===== src/design/setc_pkg.sv =====
// Package: register map, constants and carrier types of the spindle stop block.
package setc_pkg;

    // Clock and time base.
    localparam int unsigned CLK_PERIOD_NS = 10;
    localparam int unsigned NS_PER_MS     = 1000000;
    localparam int unsigned CYC_PER_MS    = NS_PER_MS / CLK_PERIOD_NS;

    // Configuration words, one 32-bit word each, byte offset is index times 4.
    localparam int unsigned CFG_COUNT      = 13;
    localparam logic [3:0]  IDX_NOTCH_ONE  = 4'h0;
    localparam logic [3:0]  IDX_SYNC_GAIN  = 4'h4;
    localparam logic [3:0]  IDX_FUNC_FOUR  = 4'h5;
    localparam logic [3:0]  IDX_FUNC_FIVE  = 4'h6;
    localparam logic [3:0]  IDX_GATE_DELAY = 4'h7;
    localparam logic [3:0]  IDX_DECEL_TC   = 4'h8;
    localparam logic [3:0]  IDX_LEAD_SCALE = 4'h9;
    localparam logic [3:0]  IDX_FUNC_SIX   = 4'ha;
    localparam logic [3:0]  IDX_SLOW_WIDTH = 4'hb;
    localparam logic [3:0]  IDX_MAX_SPEED  = 4'hc;
    localparam logic [5:0]  OFS_STATUS     = 6'h34;
    localparam logic [5:0]  OFS_DECEL_REF  = 6'h38;

    // Values after reset, in index order.
    localparam logic [15:0] CFG_RST [CFG_COUNT] = '{
        16'h0000, 16'h0000, 16'h0000, 16'h0000, 16'h000f, 16'h0000,
        16'h0000, 16'h4e20, 16'h0000, 16'h0000, 16'h0000, 16'h0000,
        16'h1770};

    // Field positions inside the function words and the status word.
    localparam int unsigned BIT_HIGH_GAIN   = 4;
    localparam int unsigned BIT_EXCITE_TWO  = 2;
    localparam int unsigned BIT_GAIN_SET    = 1;
    localparam int unsigned BIT_COIL_SWITCH = 8;
    localparam int unsigned BIT_FAST_ACCEL  = 13;
    localparam int unsigned STB_ALARM       = 0;

    // Thresholds and defaults.
    localparam logic [15:0] NOTCH_MIN_HZ     = 16'h0032;
    localparam logic [15:0] NOTCH_MAX_HZ     = 16'h08ca;
    localparam logic [15:0] ESTOP_DEFAULT_MS = 16'h1b58;
    localparam logic [6:0]  SLOW_DEFAULT_PCT = 7'h55;
    localparam logic [6:0]  PCT_FULL         = 7'h64;
    localparam logic [15:0] SLOW_DISABLE     = 16'hffff;
    localparam logic [7:0]  ALARM_SPEED_ERR  = 8'h17;

    // Control mode codes in bits 2..0 of control input word four.
    localparam logic [2:0]  MODE_SYNC     = 3'h1;
    localparam logic [2:0]  MODE_INTERP_A = 3'h2;
    localparam logic [2:0]  MODE_INTERP_B = 3'h4;

    typedef enum logic [1:0] {
        ST_NORMAL   = 2'b00,
        ST_DECEL    = 2'b01,
        ST_GATE_OFF = 2'b11
    } setc_state_e;

    typedef struct packed {
        logic [3:0]  notch_en;
        logic        sync_gain_on;
        logic [7:0]  pos_gain;
        logic        high_gain_tracking;
        logic        excite_rate_two;
        logic        gain_set_two;
        logic        fast_accel;
        logic [15:0] lead_scale;
    } setc_tune_s;

    typedef struct packed {
        logic estop_active;
        logic ready;
        logic dyn_brake;
        logic coast;
        logic coil_switch_en;
        logic speed_alarm;
    } setc_stop_s;

endpackage


===== src/design/setc_ctrl.sv =====
// Spindle emergency-stop supervision and tuning parameter decode.
// Behaviour
// - A notch filter is enabled only from 50 Hz to 2250 Hz; zero disables.
// - Synchronization position gain applies only while control mode equals 001.
// - Function word four bit 4 starts high-gain tracking in synchronization.
// - Function word four bit 2 selects excitation rate two.
// - Function word four bit 1 selects speed loop gain set two.
// - Function word five bit 8 allows coil changeover during stop deceleration.
// - Ready is forced off once the gate-off delay has elapsed.
// - A gate-off delay of zero means 7000 ms.
// - If delay expires while still turning and the time constant is not longer, the dynamic brake stops it.
// - Deceleration time constant is from maximum speed; zero means 7000 ms.
// - Emergency deceleration uses one fixed slope from any starting speed.
// - Time constant longer than gate delay lets the motor coast.
// - Function word six bit D selects high-response acceleration.
// - High-response selection is ignored in orientation and interpolation modes.
// - High-response mode scales lead compensation by the scale setting.
// - Alarm 23 rises when speed drops under the allowed share.
// - A slowdown width of 0 acts as 85 percent.
// - A slowdown width of -1 disables the slowdown check.
// - Stop input, controller power-down or unit alarm starts stop deceleration.
`timescale 1ns/1ps
module setc_ctrl
    import setc_pkg::*;
#(
    parameter int unsigned P_CYC_PER_MS = CYC_PER_MS
) (
    input  wire logic        i_clk_sys,
    input  wire logic        i_srst,
    input  wire logic [5:0]  i_avs_address,
    input  wire logic        i_avs_read,
    input  wire logic        i_avs_write,
    input  wire logic [31:0] i_avs_writedata,
    input  wire logic [3:0]  i_avs_byteenable,
    output logic      [31:0] o_avs_readdata,
    output logic             o_avs_waitrequest,
    input  wire logic [15:0] i_ctrl_in4,
    input  wire logic        i_orienting,
    input  wire logic [15:0] i_speed_cmd,
    input  wire logic [15:0] i_speed_fb,
    input  wire logic        i_estop,
    input  wire logic        i_nc_power_down,
    input  wire logic        i_unit_alarm,
    output setc_tune_s       o_tune,
    output setc_stop_s       o_stop,
    output logic      [15:0] o_decel_ref,
    output logic      [7:0]  o_alarm_code
);

    if (P_CYC_PER_MS < 1 || P_CYC_PER_MS > 131071) begin : g_chk
        $error("P_CYC_PER_MS must lie between 1 and 131071.");
    end

    ////////////////////////////////////////////////////////////////////////
    // Avalon-MM slave: waitrequest drops in the cycle after the request.

    logic        ack_ff;
    logic [31:0] rdata_ff;
    logic [15:0] cfg_ff [CFG_COUNT];
    logic [31:0] nxt_rdata;
    wire  logic        bus_req    = i_avs_read | i_avs_write;
    wire  logic        wr_fire    = i_avs_write & ack_ff;
    wire  logic [3:0]  addr_idx   = i_avs_address[5:2];
    wire  logic        cfg_hit    = addr_idx < 4'(CFG_COUNT);
    wire  logic        status_hit = i_avs_address == OFS_STATUS;
    wire  logic        ref_hit    = i_avs_address == OFS_DECEL_REF;

    always_ff @(posedge i_clk_sys) begin
        if (i_srst) begin
            ack_ff   <= 1'b0;
            rdata_ff <= 32'h0000_0000;
        end else begin
            ack_ff <= bus_req & ~ack_ff;
            if (i_avs_read & ~ack_ff) begin
                rdata_ff <= nxt_rdata;
            end
        end
    end

    assign o_avs_waitrequest = ~ack_ff;
    assign o_avs_readdata    = rdata_ff;

    for (genvar g = 0; g < CFG_COUNT; g++) begin : g_cfg
        wire logic hit = wr_fire & cfg_hit & (addr_idx == 4'(g));
        always_ff @(posedge i_clk_sys) begin
            if (i_srst) begin
                cfg_ff[g] <= CFG_RST[g];
            end else if (hit) begin
                if (i_avs_byteenable[0]) begin
                    cfg_ff[g][7:0] <= i_avs_writedata[7:0];
                end
                if (i_avs_byteenable[1]) begin
                    cfg_ff[g][15:8] <= i_avs_writedata[15:8];
                end
            end
        end
    end

    ////////////////////////////////////////////////////////////////////////
    // Stop request pins: three flops, a change counts when two agree.

    wire  logic [2:0] pin_raw = {i_unit_alarm, i_nc_power_down, i_estop};
    logic [2:0] sync1_ff;
    logic [2:0] sync2_ff;
    logic [2:0] sync3_ff;
    logic [2:0] pin_ff;

    for (genvar p = 0; p < 3; p++) begin : g_pin
        always_ff @(posedge i_clk_sys) begin
            if (i_srst) begin
                sync1_ff[p] <= 1'b0;
                sync2_ff[p] <= 1'b0;
                sync3_ff[p] <= 1'b0;
                pin_ff[p]   <= 1'b0;
            end else begin
                sync1_ff[p] <= pin_raw[p];
                sync2_ff[p] <= sync1_ff[p];
                sync3_ff[p] <= sync2_ff[p];
                if (sync2_ff[p] == sync3_ff[p]) begin
                    pin_ff[p] <= sync3_ff[p];
                end
            end
        end
    end

    ////////////////////////////////////////////////////////////////////////
    // Tuning decode from the parameter words and the commanded mode.

    wire  logic [2:0]  mode      = i_ctrl_in4[2:0];
    wire  logic        sync_mode = mode == MODE_SYNC;
    wire  logic        interp    = sync_mode | (mode == MODE_INTERP_A)
                                   | (mode == MODE_INTERP_B);
    wire  logic [15:0] func4     = cfg_ff[IDX_FUNC_FOUR];
    wire  logic [15:0] func6     = cfg_ff[IDX_FUNC_SIX];
    wire  logic        fast_on   = func6[BIT_FAST_ACCEL]
                                   & ~interp & ~i_orienting;
    logic [3:0] notch_on;
    setc_tune_s tune_ff;
    setc_tune_s nxt_tune;

    for (genvar n = 0; n < 4; n++) begin : g_notch
        assign notch_on[n] = (cfg_ff[n] >= NOTCH_MIN_HZ)
                             & (cfg_ff[n] <= NOTCH_MAX_HZ);
    end

    assign nxt_tune.notch_en           = notch_on;
    assign nxt_tune.sync_gain_on       = sync_mode;
    assign nxt_tune.pos_gain           = sync_mode ?
                                         cfg_ff[IDX_SYNC_GAIN][7:0] :
                                         8'h00;
    assign nxt_tune.high_gain_tracking = sync_mode
                                         & func4[BIT_HIGH_GAIN];
    assign nxt_tune.excite_rate_two    = func4[BIT_EXCITE_TWO];
    assign nxt_tune.gain_set_two       = func4[BIT_GAIN_SET];
    assign nxt_tune.fast_accel         = fast_on;
    assign nxt_tune.lead_scale         = fast_on ?
                                         cfg_ff[IDX_LEAD_SCALE] :
                                         16'h0000;

    always_ff @(posedge i_clk_sys) begin
        if (i_srst) begin
            tune_ff <= '0;
        end else begin
            tune_ff <= nxt_tune;
        end
    end

    assign o_tune = tune_ff;

    ////////////////////////////////////////////////////////////////////////
    // Slowdown check: feedback times 100 against command times share.

    logic        alarm_ff;
    wire  logic [15:0] slow_w   = cfg_ff[IDX_SLOW_WIDTH];
    wire  logic        slow_off = slow_w == SLOW_DISABLE;
    wire  logic [6:0]  slow_pct = (slow_w == 16'h0000) ? SLOW_DEFAULT_PCT :
                                  (slow_w > 16'(PCT_FULL)) ? PCT_FULL :
                                  slow_w[6:0];
    wire  logic [6:0]  low_pct  = PCT_FULL - slow_pct;
    wire  logic [23:0] fb_scl   = 24'(i_speed_fb) * 24'(PCT_FULL);
    wire  logic [23:0] low_lim  = 24'(i_speed_cmd) * 24'(low_pct);
    setc_state_e state_ff;
    wire  logic        slow_trip = ~slow_off & (i_speed_cmd != 16'h0000)
                                   & (state_ff == ST_NORMAL)
                                   & (fb_scl <= low_lim);
    wire  logic        alarm_clr = wr_fire & status_hit
                                   & i_avs_byteenable[0]
                                   & i_avs_writedata[STB_ALARM];

    always_ff @(posedge i_clk_sys) begin
        if (i_srst) begin
            alarm_ff <= 1'b0;
        end else begin
            alarm_ff <= slow_trip | (alarm_ff & ~alarm_clr);
        end
    end

    assign o_alarm_code = alarm_ff ? ALARM_SPEED_ERR : 8'h00;

    ////////////////////////////////////////////////////////////////////////
    // Emergency stop: fixed-slope ramp, gate-off timer, brake or coast.

    wire  logic [15:0] gate_cfg = cfg_ff[IDX_GATE_DELAY];
    wire  logic [15:0] gate_ms  = (gate_cfg == 16'h0000) ?
                                  ESTOP_DEFAULT_MS : gate_cfg;
    wire  logic [15:0] tc_raw   = cfg_ff[IDX_DECEL_TC];
    wire  logic [15:0] tc_abs   = tc_raw[15] ? 16'(-tc_raw) : tc_raw;
    wire  logic [15:0] tc_ms    = (tc_abs == 16'h0000) ?
                                  ESTOP_DEFAULT_MS : tc_abs;
    wire  logic        coast_sel = tc_ms > gate_ms;
    wire  logic [31:0] tc_cyc   = 32'(tc_ms) * 32'(P_CYC_PER_MS);
    wire  logic        cause    = (|pin_ff) | alarm_ff;

    logic [16:0] pre_ff;
    logic [15:0] ms_ff;
    logic [31:0] acc_ff;
    logic [15:0] ref_ff;
    logic        brake_ff;
    logic        coast_ff;
    wire  logic        ms_tick  = pre_ff == 17'(P_CYC_PER_MS - 1);
    wire  logic        expire   = ms_ff >= gate_ms;
    wire  logic [31:0] acc_sum  = acc_ff + 32'(cfg_ff[IDX_MAX_SPEED]);
    wire  logic        step     = acc_sum >= tc_cyc;
    wire  logic        spinning = ref_ff != 16'h0000;

    always_ff @(posedge i_clk_sys) begin
        if (i_srst) begin
            state_ff <= ST_NORMAL;
            pre_ff   <= '0;
            ms_ff    <= '0;
            acc_ff   <= '0;
            ref_ff   <= '0;
            brake_ff <= 1'b0;
            coast_ff <= 1'b0;
        end else begin
            unique case (state_ff)
                ST_NORMAL: begin
                    brake_ff <= 1'b0;
                    coast_ff <= 1'b0;
                    if (cause) begin
                        state_ff <= ST_DECEL;
                        ref_ff   <= i_speed_fb;
                        pre_ff   <= '0;
                        ms_ff    <= '0;
                        acc_ff   <= '0;
                    end
                end
                ST_DECEL: begin
                    pre_ff <= ms_tick ? 17'h0_0000 : pre_ff + 17'h0_0001;
                    if (ms_tick) begin
                        ms_ff <= ms_ff + 16'h0001;
                    end
                    acc_ff <= step ? acc_sum - tc_cyc : acc_sum;
                    if (step & spinning) begin
                        ref_ff <= ref_ff - 16'h0001;
                    end
                    if (expire) begin
                        state_ff <= ST_GATE_OFF;
                        brake_ff <= spinning & ~coast_sel;
                        coast_ff <= spinning & coast_sel;
                    end else if (~spinning) begin
                        state_ff <= ST_GATE_OFF;
                    end
                end
                ST_GATE_OFF: begin
                    ref_ff <= '0;
                    if (~cause) begin
                        state_ff <= ST_NORMAL;
                    end
                end
                default: begin
                    state_ff <= ST_NORMAL;
                end
            endcase
        end
    end

    assign o_stop.estop_active   = state_ff[0];
    assign o_stop.ready          = ~state_ff[1];
    assign o_stop.dyn_brake      = brake_ff;
    assign o_stop.coast          = coast_ff;
    assign o_stop.coil_switch_en = (state_ff == ST_DECEL)
                                   & cfg_ff[IDX_FUNC_FIVE][BIT_COIL_SWITCH];
    assign o_stop.speed_alarm    = alarm_ff;
    assign o_decel_ref           = ref_ff;

    assign nxt_rdata = cfg_hit    ? {16'h0000, cfg_ff[addr_idx]} :
                       status_hit ? {26'h000_0000, coast_ff, brake_ff,
                                     state_ff, ~state_ff[1], alarm_ff} :
                       ref_hit    ? {16'h0000, ref_ff} : 32'h0000_0000;
endmodule


===== config.mk =====
export PLATFORM = sky130hd
export DESIGN_NAME = setc_ctrl
export DESIGN_NICKNAME = d
export VERILOG_FILES = /design/src/design/setc_pkg.sv /design/src/design/setc_ctrl.sv
export SDC_FILE = /design/constraint.sdc
export NUM_CORES = 1
export LEC_CHECK = 0
export ABC_AREA = 1
export BUFFER_PORTS_ARGS = -buffer_cell sky130_fd_sc_hd__buf_2
export CORE_ASPECT_RATIO = 1.2
export CORE_MARGIN = 5
export CORE_UTILIZATION = 45
export CTS_CLUSTER_SIZE = 14
export DETAILED_ROUTE_END_ITERATION = 6
export GPL_ROUTABILITY_DRIVEN = 1
export PLACE_DENSITY = 0.58
export SETUP_SLACK_MARGIN = 0.3
export SYNTH_ARGS = -nofsm -noshare
export SYNTH_HDL_FRONTEND = slang
export SYNTH_SLANG_ARGS = --single-unit

===== constraint.sdc =====
create_clock -name i_clk_sys -period 14.1 [get_ports i_clk_sys]
set_input_delay 2.82 -clock i_clk_sys [delete_from_list [all_inputs] [get_ports i_clk_sys]]
set_output_delay 2.82 -clock i_clk_sys [all_outputs]
set_load 0.02 [all_outputs]

==> results.json, run 1 <==
{
  "synth_most_common_cell": "nand2_1",
  "routedWlPerCell_um": 18.42,
  "die_y_um": 296.0,
  "finalPower_mw": 5.276,
  "slew_headroom_pct": 26.28,
  "syn_area_per_cell_um2": 7.499,
  "top_level_ports": 194,
  "ys_seq_elements": 356,
  "worst_skew_pair.late_latency_ns": 0.57,
  "nets": 4691,
  "clock_sinks": 356,
  "route.detailed.drc": 0,
  "cts_resized": 0,
  "cap_violations": 0,
  "critPathKind": "flop to flop",
  "drive_above_1_share_pct": 7.228,
  "yosys_warnings": 0,
  "die_width_um": 248.3,
  "start_util_pct": 45.58,
  "clk_root_buffer_cell": "clkbuf_16",
  "fin_ws_ns": 4.895,
  "dominantRegCellSynth": "edfxtp_1",
  "grt_start_max_net_pins": 94,
  "clk_pin_slew_ns": 0.06,
  "max_freq_mhz": 108.6,
  "tightest_slew_ns": 1.106,
  "power.leakage_nw": 16.48,
  "crit-reg2reg-capture": "o_decel_ref[8]$_SDFFE_PP0P_",
  "hold_ws_ns": 0.4022,
  "slew_violations": 0,
  "area_growth_pct": 8.696,
  "worst_setup_path_start_kind": "flop",
  "placementRows": 104,
  "cts_tree": "yes",
  "slowest_delay_ns": 0.77,
  "io_buffer_count": 142,
  "place_congestion": 0.9368,
  "dieArea_um2": 73480,
  "grt_overflow": 0,
  "finalCritPeriodShare_pct": 65.29,
  "cp-end-kind": "flop",
  "worstSetupEndpoint": "o_decel_ref[8]$_SDFFE_PP0P_",
  "grt_pass1_wl_mm": 143.9,
  "syn-cell-area_um2": 30660,
  "layoutNonFillerInstCount": 5108,
  "arrival_ns": 9.71,
  "ctsHtreeMaxLevel": 2,
  "finalWirelength_mm": 94.07,
  "track_usage_pct": 25.04,
  "yosysUniqueCellTypes": 63,
  "dpl.cell_count": 5033,
  "drt-initial-drc-count": 1939,
  "ant_nets": 0,
  "hpwl_mm": 74.44,
  "setup_viol": 0,
  "dpl_cell_area_um2": 32020,
  "synth_edf_count": 208,
  "crit_start": "cfg_ff[8][0]$_SDFFCE_PN0P_",
  "synthArstFlopShare_pct": 0,
  "critPathSlowestCell": "o21ai_0",
  "ys_top_cells_by_count": "866 x nand2_1, 685 x inv_1, 520 x nor2_1",
  "crit_fanout": 28,
  "finalSetupTns_ns": 0,
  "yosys.area.top_type": "edfxtp_1",
  "status": "complete, no violations",
  "final_hold_viol_count": 0,
  "crit_top_cell": "inv_1",
  "cts_hold_buf": 0,
  "detailedPlace.worstSlack_ns": 4.890,
  "antenna_found_initial": 1,
  "syn_inst": 4089,
  "power_per_cell_area_nw_per_um2": 158.3,
  "cts_buffers": 40,
  "synth_top_area_share_pct": 20.37,
  "core_area_um2": 67270,
  "peakVddDrop_mv": 0.1181,
  "cp.required_ns": 14.60,
  "fin_worst_skew_ns": 0.02988,
  "post-cts-setup-buffers": 0,
  "final_area_um2": 33330,
  "drtPass1Iterations": 5,
  "finalCriticalPeriod_ns": 9.205,
  "worst_r2r_path_depth": 41,
  "ctsLongestPathBuffers": 3,
  "num_vias": 26895,
  "grt_pass1_vias": 25702,
  "r2r_start": "cfg_ff[8][0]$_SDFFCE_PN0P_",
  "rrSetupSlack_ns": 4.89,
  "finish.utilization_pct": 49.54,
  "grt_setup_unrepaired": "no",
  "synth.area.top_cells": "edfxtp_1 20%, ha_1 12%, nand2_1 11%, dfxtp_1 9.7%, inv_1 8.4%",
  "hp-class": "flop to flop",
  "viasPerCell": 5.265,
  "seq_area_frac_synth_pct": 30.03
}
==> logic make-up (layout without fill, tap and decap cells) <==
| kind of cell | Yosys count | in the layout | share of synthesized area [%] |
|---|---|---|---|
| compound gates | 546 | 546 | 10.59 |
| xor+xnor | 101 | 101 | 2.885 |
| fa+ha+maj | 419 | 419 | 20.18 |
| buf+inv | 828 | 926 | 10.68 |
| flops | 356 | 356 | 30.03 |
| other cells | 1 | 21 | 0.01223 |
| simple gates | 1838 | 1838 | 25.61 |
==> state kept, by name (all words and copies together), names as in the netlist <==
| register | cells |
|---|---|
| sync3_ff | 3 |
| cfg_ff | 208 |
| acc_ff | 32 |
| brake_ff | 1 |
| alarm_ff | 1 |
| ms_ff | 16 |
| o_tune | 33 |
| o_decel_ref | 16 |
| state_ff | 2 |
| sync2_ff | 3 |
| pre_ff | 17 |
| pin_ff | 3 |
| o_avs_readdata | 16 |
| sync1_ff | 3 |
| coast_ff | 1 |
| ack_ff | 1 |
==> power breakdown <==
group	internal, mW	switching (mW)	leakage [nW]
combinational	1.01	2.00	12.5
clock	0.592	0.450	0.637
sequential	1.16	0.0667	3.30
==> final cells by class <==
class,instances,area (um2)
clock buffer,56,1144
antenna,1,2.502
timing repair buffer,152,788.3
multi-input combinational,2924,18260
sequential,356,9209
fill,6887,33950
clock inverter,18,166.4
tap,901,1127
inverter,700,2633
==> worst max-delay path, delay by kind of cell, from the launching register on <==
kind | cells | cell delay [ns]
buf+inv | 9 | 1.06
simple gates | 17 | 2.72
compound gates | 6 | 1.46
flops | 1 | 0.45
fa+ha+maj | 8 | 3.14
xor+xnor | 1 | 0.28
==> per-layer routing <==
layer	part of all wire [%]	GRT usage, %	wire length (um)
met1	42	31.98	39480
met2	48	43.35	45600
met3	5.0	3.020	4729
met4	4.5	9.921	4253
met5	0	0	0
==> layout by cell type (no fill, tap or decap), types with 41 or more instances in the layout <==
| cell | count |
|---|---|
| edfxtp_1 | 208 |
| dfxtp_1 | 148 |
| nor3_1 | 47 |
| fa_1 | 126 |
| xor2_1 | 50 |
| xnor2_1 | 51 |
| clkbuf_16 | 41 |
| buf_2 | 141 |
| a21oi_1 | 216 |
| a22oi_1 | 78 |
| inv_1 | 684 |
| nand4_1 | 71 |
| nand2_1 | 866 |
| ha_1 | 293 |
| o21ai_0 | 127 |
| nand3_1 | 221 |
| nor2_1 | 518 |
==> worst min path at each step <==
stage	from	endpoint	slack [ns]	cells after the start
finish	sync1_ff[1]$_SDFF_PP0_	sync2_ff[1]$_SDFF_PP0_	0.40	2
CTS	sync1_ff[1]$_SDFF_PP0_	sync2_ff[1]$_SDFF_PP0_	0.41	2
floorplan	sync1_ff[0]$_SDFF_PP0_	sync2_ff[0]$_SDFF_PP0_	0.39	2
global route	sync1_ff[2]$_SDFF_PP0_	sync2_ff[2]$_SDFF_PP0_	0.42	2
detailed placement	sync1_ff[1]$_SDFF_PP0_	sync2_ff[1]$_SDFF_PP0_	0.40	2
global placement	sync1_ff[2]$_SDFF_PP0_	sync2_ff[2]$_SDFF_PP0_	0.39	2
Power figures use the tool's default switching activity.
==> run 2, diff against run 1 <==
--- a/config.mk
+++ b/config.mk
@@ -13,7 +13,7 @@
 export CTS_CLUSTER_SIZE = 14
 export DETAILED_ROUTE_END_ITERATION = 6
 export GPL_ROUTABILITY_DRIVEN = 1
-export PLACE_DENSITY = 0.58
+export PLACE_DENSITY = 0.6
 export SETUP_SLACK_MARGIN = 0.3
 export SYNTH_ARGS = -nofsm -noshare
 export SYNTH_HDL_FRONTEND = slang
==> constraint.sdc (replaced) <==
create_clock -name i_clk_sys -period 7.75 [get_ports i_clk_sys]
set_input_delay 1.55 -clock i_clk_sys [delete_from_list [all_inputs] [get_ports i_clk_sys]]
set_output_delay 1.55 -clock i_clk_sys [all_outputs]
set_load 0.02 [all_outputs]
==> run 2 against run 1 <==
Final cell count is 2.2% higher. Critical path depth rose by 1. Sequential power up 82%. Largest cell class unchanged. Highest routed layer is now met5.
==> results.json, run 2 (synthesis results as in run 1) <==
{
  "die_y_um": 296.0,
  "routedWlPerCell_um": 18.12,
  "cap_violations": 0,
  "dpl.cell_count": 5090,
  "dieArea_um2": 73480,
  "die_width_um": 248.3,
  "antenna_found_initial": 1,
  "final_hold_viol_count": 0,
  "cts_buffers": 39,
  "nets": 4807,
  "ctsHtreeMaxLevel": 2,
  "arrival_ns": 7.64,
  "cp-end-kind": "flop",
  "min_to": "sync2_ff[1]$_SDFF_PP0_",
  "finalWirelength_mm": 94.60,
  "clk_pin_slew_ns": 0.07,
  "finalCriticalPeriod_ns": 7.135,
  "crit_start": "cfg_ff[8][0]$_SDFFCE_PN0P_",
  "num_vias": 27529,
  "drtPass1Iterations": 5,
  "worst_r2r_path_depth": 42,
  "place_congestion": 0.9716,
  "hold-path-cell-count": 2,
  "finalSetupTns_ns": 0,
  "hpwl_mm": 74.32,
  "io_buffer_count": 142,
  "power.leakage_nw": 17.24,
  "status": "complete, no violations",
  "critical-path-top-delay-family": "adder cells",
  "clock_sinks": 356,
  "top_usage_layer": "met2",
  "grt_pass1_wl_mm": 144.6,
  "start_util_pct": 45.58,
  "crit_top_cell": "inv_2",
  "peakVddDrop_mv": 0.2711,
  "crit-reg2reg-capture": "o_decel_ref[4]$_SDFFE_PP0P_",
  "fin_worst_skew_ns": 0.01573,
  "cts_hold_buf": 0,
  "hold_ws_ns": 0.4064,
  "grtUsageMet3_pct": 2.677,
  "max_freq_mhz": 140.2,
  "min_from": "sync1_ff[1]$_SDFF_PP0_",
  "area_growth_pct": 15.60,
  "ctsLongestPathBuffers": 3,
  "slew_violations": 0,
  "top_level_ports": 194,
  "placementRows": 104,
  "final_cell_mix": "835 x nand2_1, 671 x inv_1, 496 x nor2_1, 259 x ha_1, 209 x nand3_1",
  "track_usage_pct": 24.75,
  "final_common_cell": "nand2_1",
  "antennaDiodeCount": 0,
  "grt_pass1_vias": 26247,
  "worst_skew_pair.late_latency_ns": 0.56,
  "use_met2_pct": 43.38,
  "largest_register": "cfg_ff",
  "cp.required_ns": 8.25,
  "cts_tree": "yes",
  "worst_setup_path_start_kind": "flop",
  "core_area_um2": 67270,
  "largest_reg_flops": 208,
  "drt-initial-drc-count": 1795,
  "power_per_cell_area_nw_per_um2": 309.7,
  "clk_root_buffer_cell": "clkbuf_16",
  "ant_nets": 0,
  "rrSetupSlack_ns": 0.62,
  "layoutNonFillerInstCount": 5222,
  "critPathKind": "flop to flop",
  "hp-class": "flop to flop",
  "grt_setup_unrepaired": "no",
  "slew_headroom_pct": 24.45,
  "crit_fanout": 6,
  "setup_viol": 0,
  "critPathSlowestCell": "fa_1",
  "route.detailed.drc": 0,
  "finish.utilization_pct": 52.69,
  "viasPerCell": 5.272,
  "finalPower_mw": 10.98,
  "cp_num_buf_inv": 11,
  "drive_above_1_share_pct": 13.75,
  "slowest_delay_ns": 0.51,
  "r2r_start": "cfg_ff[8][0]$_SDFFCE_PN0P_",
  "grt_overflow": 0,
  "finalCritPeriodShare_pct": 92.06,
  "grt.met1_usage_pct": 31.99,
  "fillers": 6616,
  "grt_start_max_net_pins": 94,
  "tightest_slew_ns": 1.124
}
==> run 2: final cells by class <==
type,instances,area [um2],area share (%)
repair inverters,1,8.758,0.02471
clock inverters,26,349.1,0.9848
inverters,700,2645,7.462
flip-flops and latches,356,9209,25.98
repair buffers,267,1744,4.920
multi-input cells,2925,19310,54.48
clock buffers,46,1054,2.972
well taps,901,1127,3.180
==> run 2: per-layer routing <==
layer	share of wire, %	vias to the layer above
met5	0.014	-
li1	-	13665
met2	49	781
met4	4.0	2
met3	4.9	166
met1	42	12915
==> run 2: metrics by stage <==
stage               instance area [um2]  setup WS (ns)
floorplan                         30730         0.5642
global placement                  32470        0.04830
detailed placement                32470        0.05576
CTS                               33970         0.3029
global route                      35450         0.1576
finish                            35450         0.6155
==> run 2: worst max path at each step <==
stage                              endpoint  slack, ns  cells past startpoint
2_1_floorplan  o_decel_ref[13]$_SDFFE_PP0P_       0.56                     42
3_3_place_gp    o_decel_ref[8]$_SDFFE_PP0P_       0.05                     38
3_5_place_dp   o_decel_ref[12]$_SDFFE_PP0P_       0.06                     38
4_1_cts             acc_ff[31]$_SDFFE_PP0P_       0.30                     38
5_1_grt         o_decel_ref[4]$_SDFFE_PP0P_       0.16                     40
6_report        o_decel_ref[4]$_SDFFE_PP0P_       0.62                     42
==> run 2: repair_timing <==
item                                    CTS  global route
resized for setup                        26           216
cloned                                    0             3
endpoints found under the setup margin   44            44
pin swaps                                 4           108
buffers inserted                          1            56
==> run 2: power by group <==
group          total, mW  switching (mW)  internal, mW
clock               2.04           0.822          1.22
sequential          2.24           0.127          2.11
combinational       6.70            4.14          2.56
total               11.0            5.09          5.89
==> run 2: worst register-to-register path: cells and delay by family, from the launching register on <==
| family | cells | cell delay, ns |
|---|---|---|
| fa+ha+maj | 8 | 2.66 |
| simple gates | 17 | 1.96 |
| buf+inv | 11 | 1.15 |
| compound gates | 4 | 0.58 |
| flops | 1 | 0.41 |
| xor+xnor | 2 | 0.34 |
==> run 3, diff against run 2 <==
--- a/config.mk
+++ b/config.mk
@@ -7,13 +7,15 @@
 export LEC_CHECK = 0
 export ABC_AREA = 1
 export BUFFER_PORTS_ARGS = -buffer_cell sky130_fd_sc_hd__buf_2
+export CELL_PAD_IN_SITES_DETAIL_PLACEMENT = 0
+export CELL_PAD_IN_SITES_GLOBAL_PLACEMENT = 2
 export CORE_ASPECT_RATIO = 1.2
 export CORE_MARGIN = 5
-export CORE_UTILIZATION = 45
+export CORE_UTILIZATION = 33
 export CTS_CLUSTER_SIZE = 14
 export DETAILED_ROUTE_END_ITERATION = 6
 export GPL_ROUTABILITY_DRIVEN = 1
-export PLACE_DENSITY = 0.6
+export PLACE_DENSITY = 0.73
 export SETUP_SLACK_MARGIN = 0.3
 export SYNTH_ARGS = -nofsm -noshare
 export SYNTH_HDL_FRONTEND = slang
==> run 3 against run 2 <==
First-iteration DRC count is 9.5% lower. Final cell count is 7.2% higher. Routed wire length is 14% higher. Clock skew is 0.015 ns higher. Via count is 0.81% lower. Critical path depth is 2 lower. Power is 4.3% higher. Core utilization is 13 points lower. Combinational power is 5.1% higher. Critical path type unchanged. Highest routed layer is now met4.
==> results.json, run 3 (synthesis results as in run 1) <==
{
  "status": "complete, no violations",
  "seq_area_um2": 9209,
  "finalCriticalPeriod_ns": 7.112,
  "cp.required_ns": 8.22,
  "seqPwrFrac_pct": 19.6,
  "swShare_pct": 47.01,
  "ctsHtreeMaxLevel": 2,
  "clk_pin_slew_ns": 0.06,
  "route.detailed.drc": 0,
  "slew_headroom_pct": 22.08,
  "multiInputGateArea_um2": 19530,
  "grt_overflow": 0,
  "routedWlPerCell_um": 19.23,
  "start_util_pct": 33.26,
  "worst_r2r_path_depth": 40,
  "grt_pass1_wl_mm": 162.6,
  "clock_sinks": 356,
  "grt_start_max_net_pins": 59,
  "nets": 4837,
  "cts_tree": "yes",
  "combinationalPowerShare_pct": 61.5,
  "die_y_um": 343.9,
  "power.leakage_nw": 17.43,
  "drt-initial-drc-count": 1624,
  "slew_violations": 0,
  "fillers": 9898,
  "track_usage_pct": 21.16,
  "drtPass1Iterations": 5,
  "final_cell_mix": "829 x nand2_1, 673 x inv_1, 492 x nor2_1, 252 x ha_1, 208 x edfxtp_1",
  "fin_worst_skew_ns": 0.03104,
  "grt_setup_unrepaired": "no",
  "max_freq_mhz": 140.6,
  "hold-path-cell-count": 2,
  "num_vias": 27307,
  "cp-end-kind": "flop",
  "arrival_ns": 7.59,
  "placementRows": 122,
  "ant_nets": 0,
  "power_per_cell_area_nw_per_um2": 315.0,
  "min_to": "sync2_ff[0]$_SDFF_PP0_",
  "io_buffer_count": 142,
  "drive_above_1_share_pct": 14.99,
  "largest_register": "cfg_ff",
  "crit-reg2reg-capture": "o_decel_ref[12]$_SDFFE_PP0P_",
  "core_area_um2": 92200,
  "worst_skew_pair.late_latency_ns": 0.59,
  "final_common_cell": "nand2_1",
  "min_from": "sync1_ff[0]$_SDFF_PP0_",
  "hpwl_mm": 85.24,
  "finalWirelength_mm": 107.6,
  "viasPerCell": 4.880,
  "hp-class": "flop to flop",
  "antenna_found_initial": 3,
  "crit_top_cell": "inv_1",
  "r2r_start": "cfg_ff[8][0]$_SDFFCE_PN0P_",
  "finalCritPeriodShare_pct": 91.76,
  "tightest_slew_ns": 1.159,
  "grt_pass1_vias": 27092,
  "finalPower_mw": 11.45,
  "power.switching_mw": 5.382,
  "final_hold_viol_count": 0,
  "top_level_ports": 194,
  "critPathSlowestCell": "fa_1",
  "cap_violations": 0,
  "slowest_delay_ns": 0.55,
  "cts_buffers": 43,
  "die_width_um": 288.3,
  "dieArea_um2": 99140,
  "clk_root_buffer_cell": "clkbuf_16",
  "setup_viol": 0,
  "internal-power_mw": 6.067,
  "crit_fanout": 6,
  "area_growth_pct": 18.55,
  "p_clk_share_pct": 18.9,
  "largest_reg_flops": 208,
  "critPathKind": "flop to flop",
  "final_area_um2": 36350,
  "worst_setup_path_start_kind": "flop",
  "hold_ws_ns": 0.4055,
  "ctsLongestPathBuffers": 3,
  "dpl_cell_area_um2": 33210,
  "place_congestion": 0.8479,
  "peakVddDrop_mv": 0.2254,
  "rrSetupSlack_ns": 0.64
}
-- run 3: cell types whose count changed in the layout (fill, tap and decap cells not counted), sizes merged --
cell and change:
buf +26, bufinv -2, clkbuf +9, clkinv -1, clkinvlp -3, diode +1
inv +4, nand2 +1
-- run 3: stage by stage --
stage / setup TNS, ns / utilization, % / std cells / worst slack, ns
5_1_grt: 0 / 39.43 / 5596 / 0.2403
4_1_cts: 0 / 38.03 / 5572 / 0.3001
3_3_place_gp: -3.598 / 36.02 / 5474 / -0.1566
2_1_floorplan: 0 / - / 4108 / 0.5642
3_5_place_dp: -3.342 / 36.02 / 5474 / -0.1435
6_report: 0 / 39.43 / 5596 / 0.6385
-- run 3: what timing repair did --
item                                    in CTS  in global routing
endpoints found under the setup margin      44                 44
pin swaps                                   27                104
gates cloned                                 2                  2
resized for setup                           51                237
hold buffers                                 0                  0
buffers inserted                            16                 21
-- run 3: how the worst max path moves through the flow --
stage	start	endpoint	slack, ns	cells past startpoint
after floorplan	cfg_ff[8][0]$_SDFFCE_PN0P_	o_decel_ref[13]$_SDFFE_PP0P_	0.56	42
after global placement	cfg_ff[8][0]$_SDFFCE_PN0P_	o_decel_ref[8]$_SDFFE_PP0P_	-0.16	36
after detailed placement	cfg_ff[8][0]$_SDFFCE_PN0P_	o_decel_ref[12]$_SDFFE_PP0P_	-0.14	41
after CTS	cfg_ff[8][0]$_SDFFCE_PN0P_	acc_ff[18]$_SDFFE_PP0P_	0.30	37
after global routing	cfg_ff[8][1]$_SDFFCE_PN0P_	o_decel_ref[13]$_SDFFE_PP0P_	0.24	41
final	cfg_ff[8][0]$_SDFFCE_PN0P_	o_decel_ref[12]$_SDFFE_PP0P_	0.64	40
-- run 3: power by group through the flow --
stage          sequential, mW  clock [mW]  combinational [mW]
4_1_cts                  2.25        2.20                6.35
2_1_floorplan            2.28           0                4.05
3_5_place_dp             2.28           0                6.15
6_report                 2.25        2.16                7.04
5_1_grt                  2.26        2.28                7.88
3_3_place_gp             2.29           0                6.16
-- run 3: area by class of cell --
class | count | area share, %
multi-input combinational | 2926 | 53.72
sequential | 356 | 25.33
inverter | 700 | 7.276
timing repair buffer | 292 | 5.266
tap | 1240 | 4.268
clock buffer | 56 | 3.294
clock inverter | 24 | 0.8157
timing repair inverter | 1 | 0.02409
antenna | 1 | 0.006884
-- run 3: worst max-delay path: cells and delay by family (launching register included) --
kind	cells	cell delay, ns
adder cells (fa/ha/maj)	8	2.79
AND/OR/NAND/NOR	15	1.51
buffers and inverters	10	1.09
AO/OA/AOI/OAI	5	0.82
flip-flops	1	0.40
XOR/XNOR	2	0.34
-- run 3: routing by layer --
layer	vias up	part of all wire [%]	GRT usage (%)
met1	12942	45	28.09
li1	13722	-	-
met4	0	1.8	3.770
met2	551	50	37.79
met3	92	3.8	2.135
met5	-	0	0
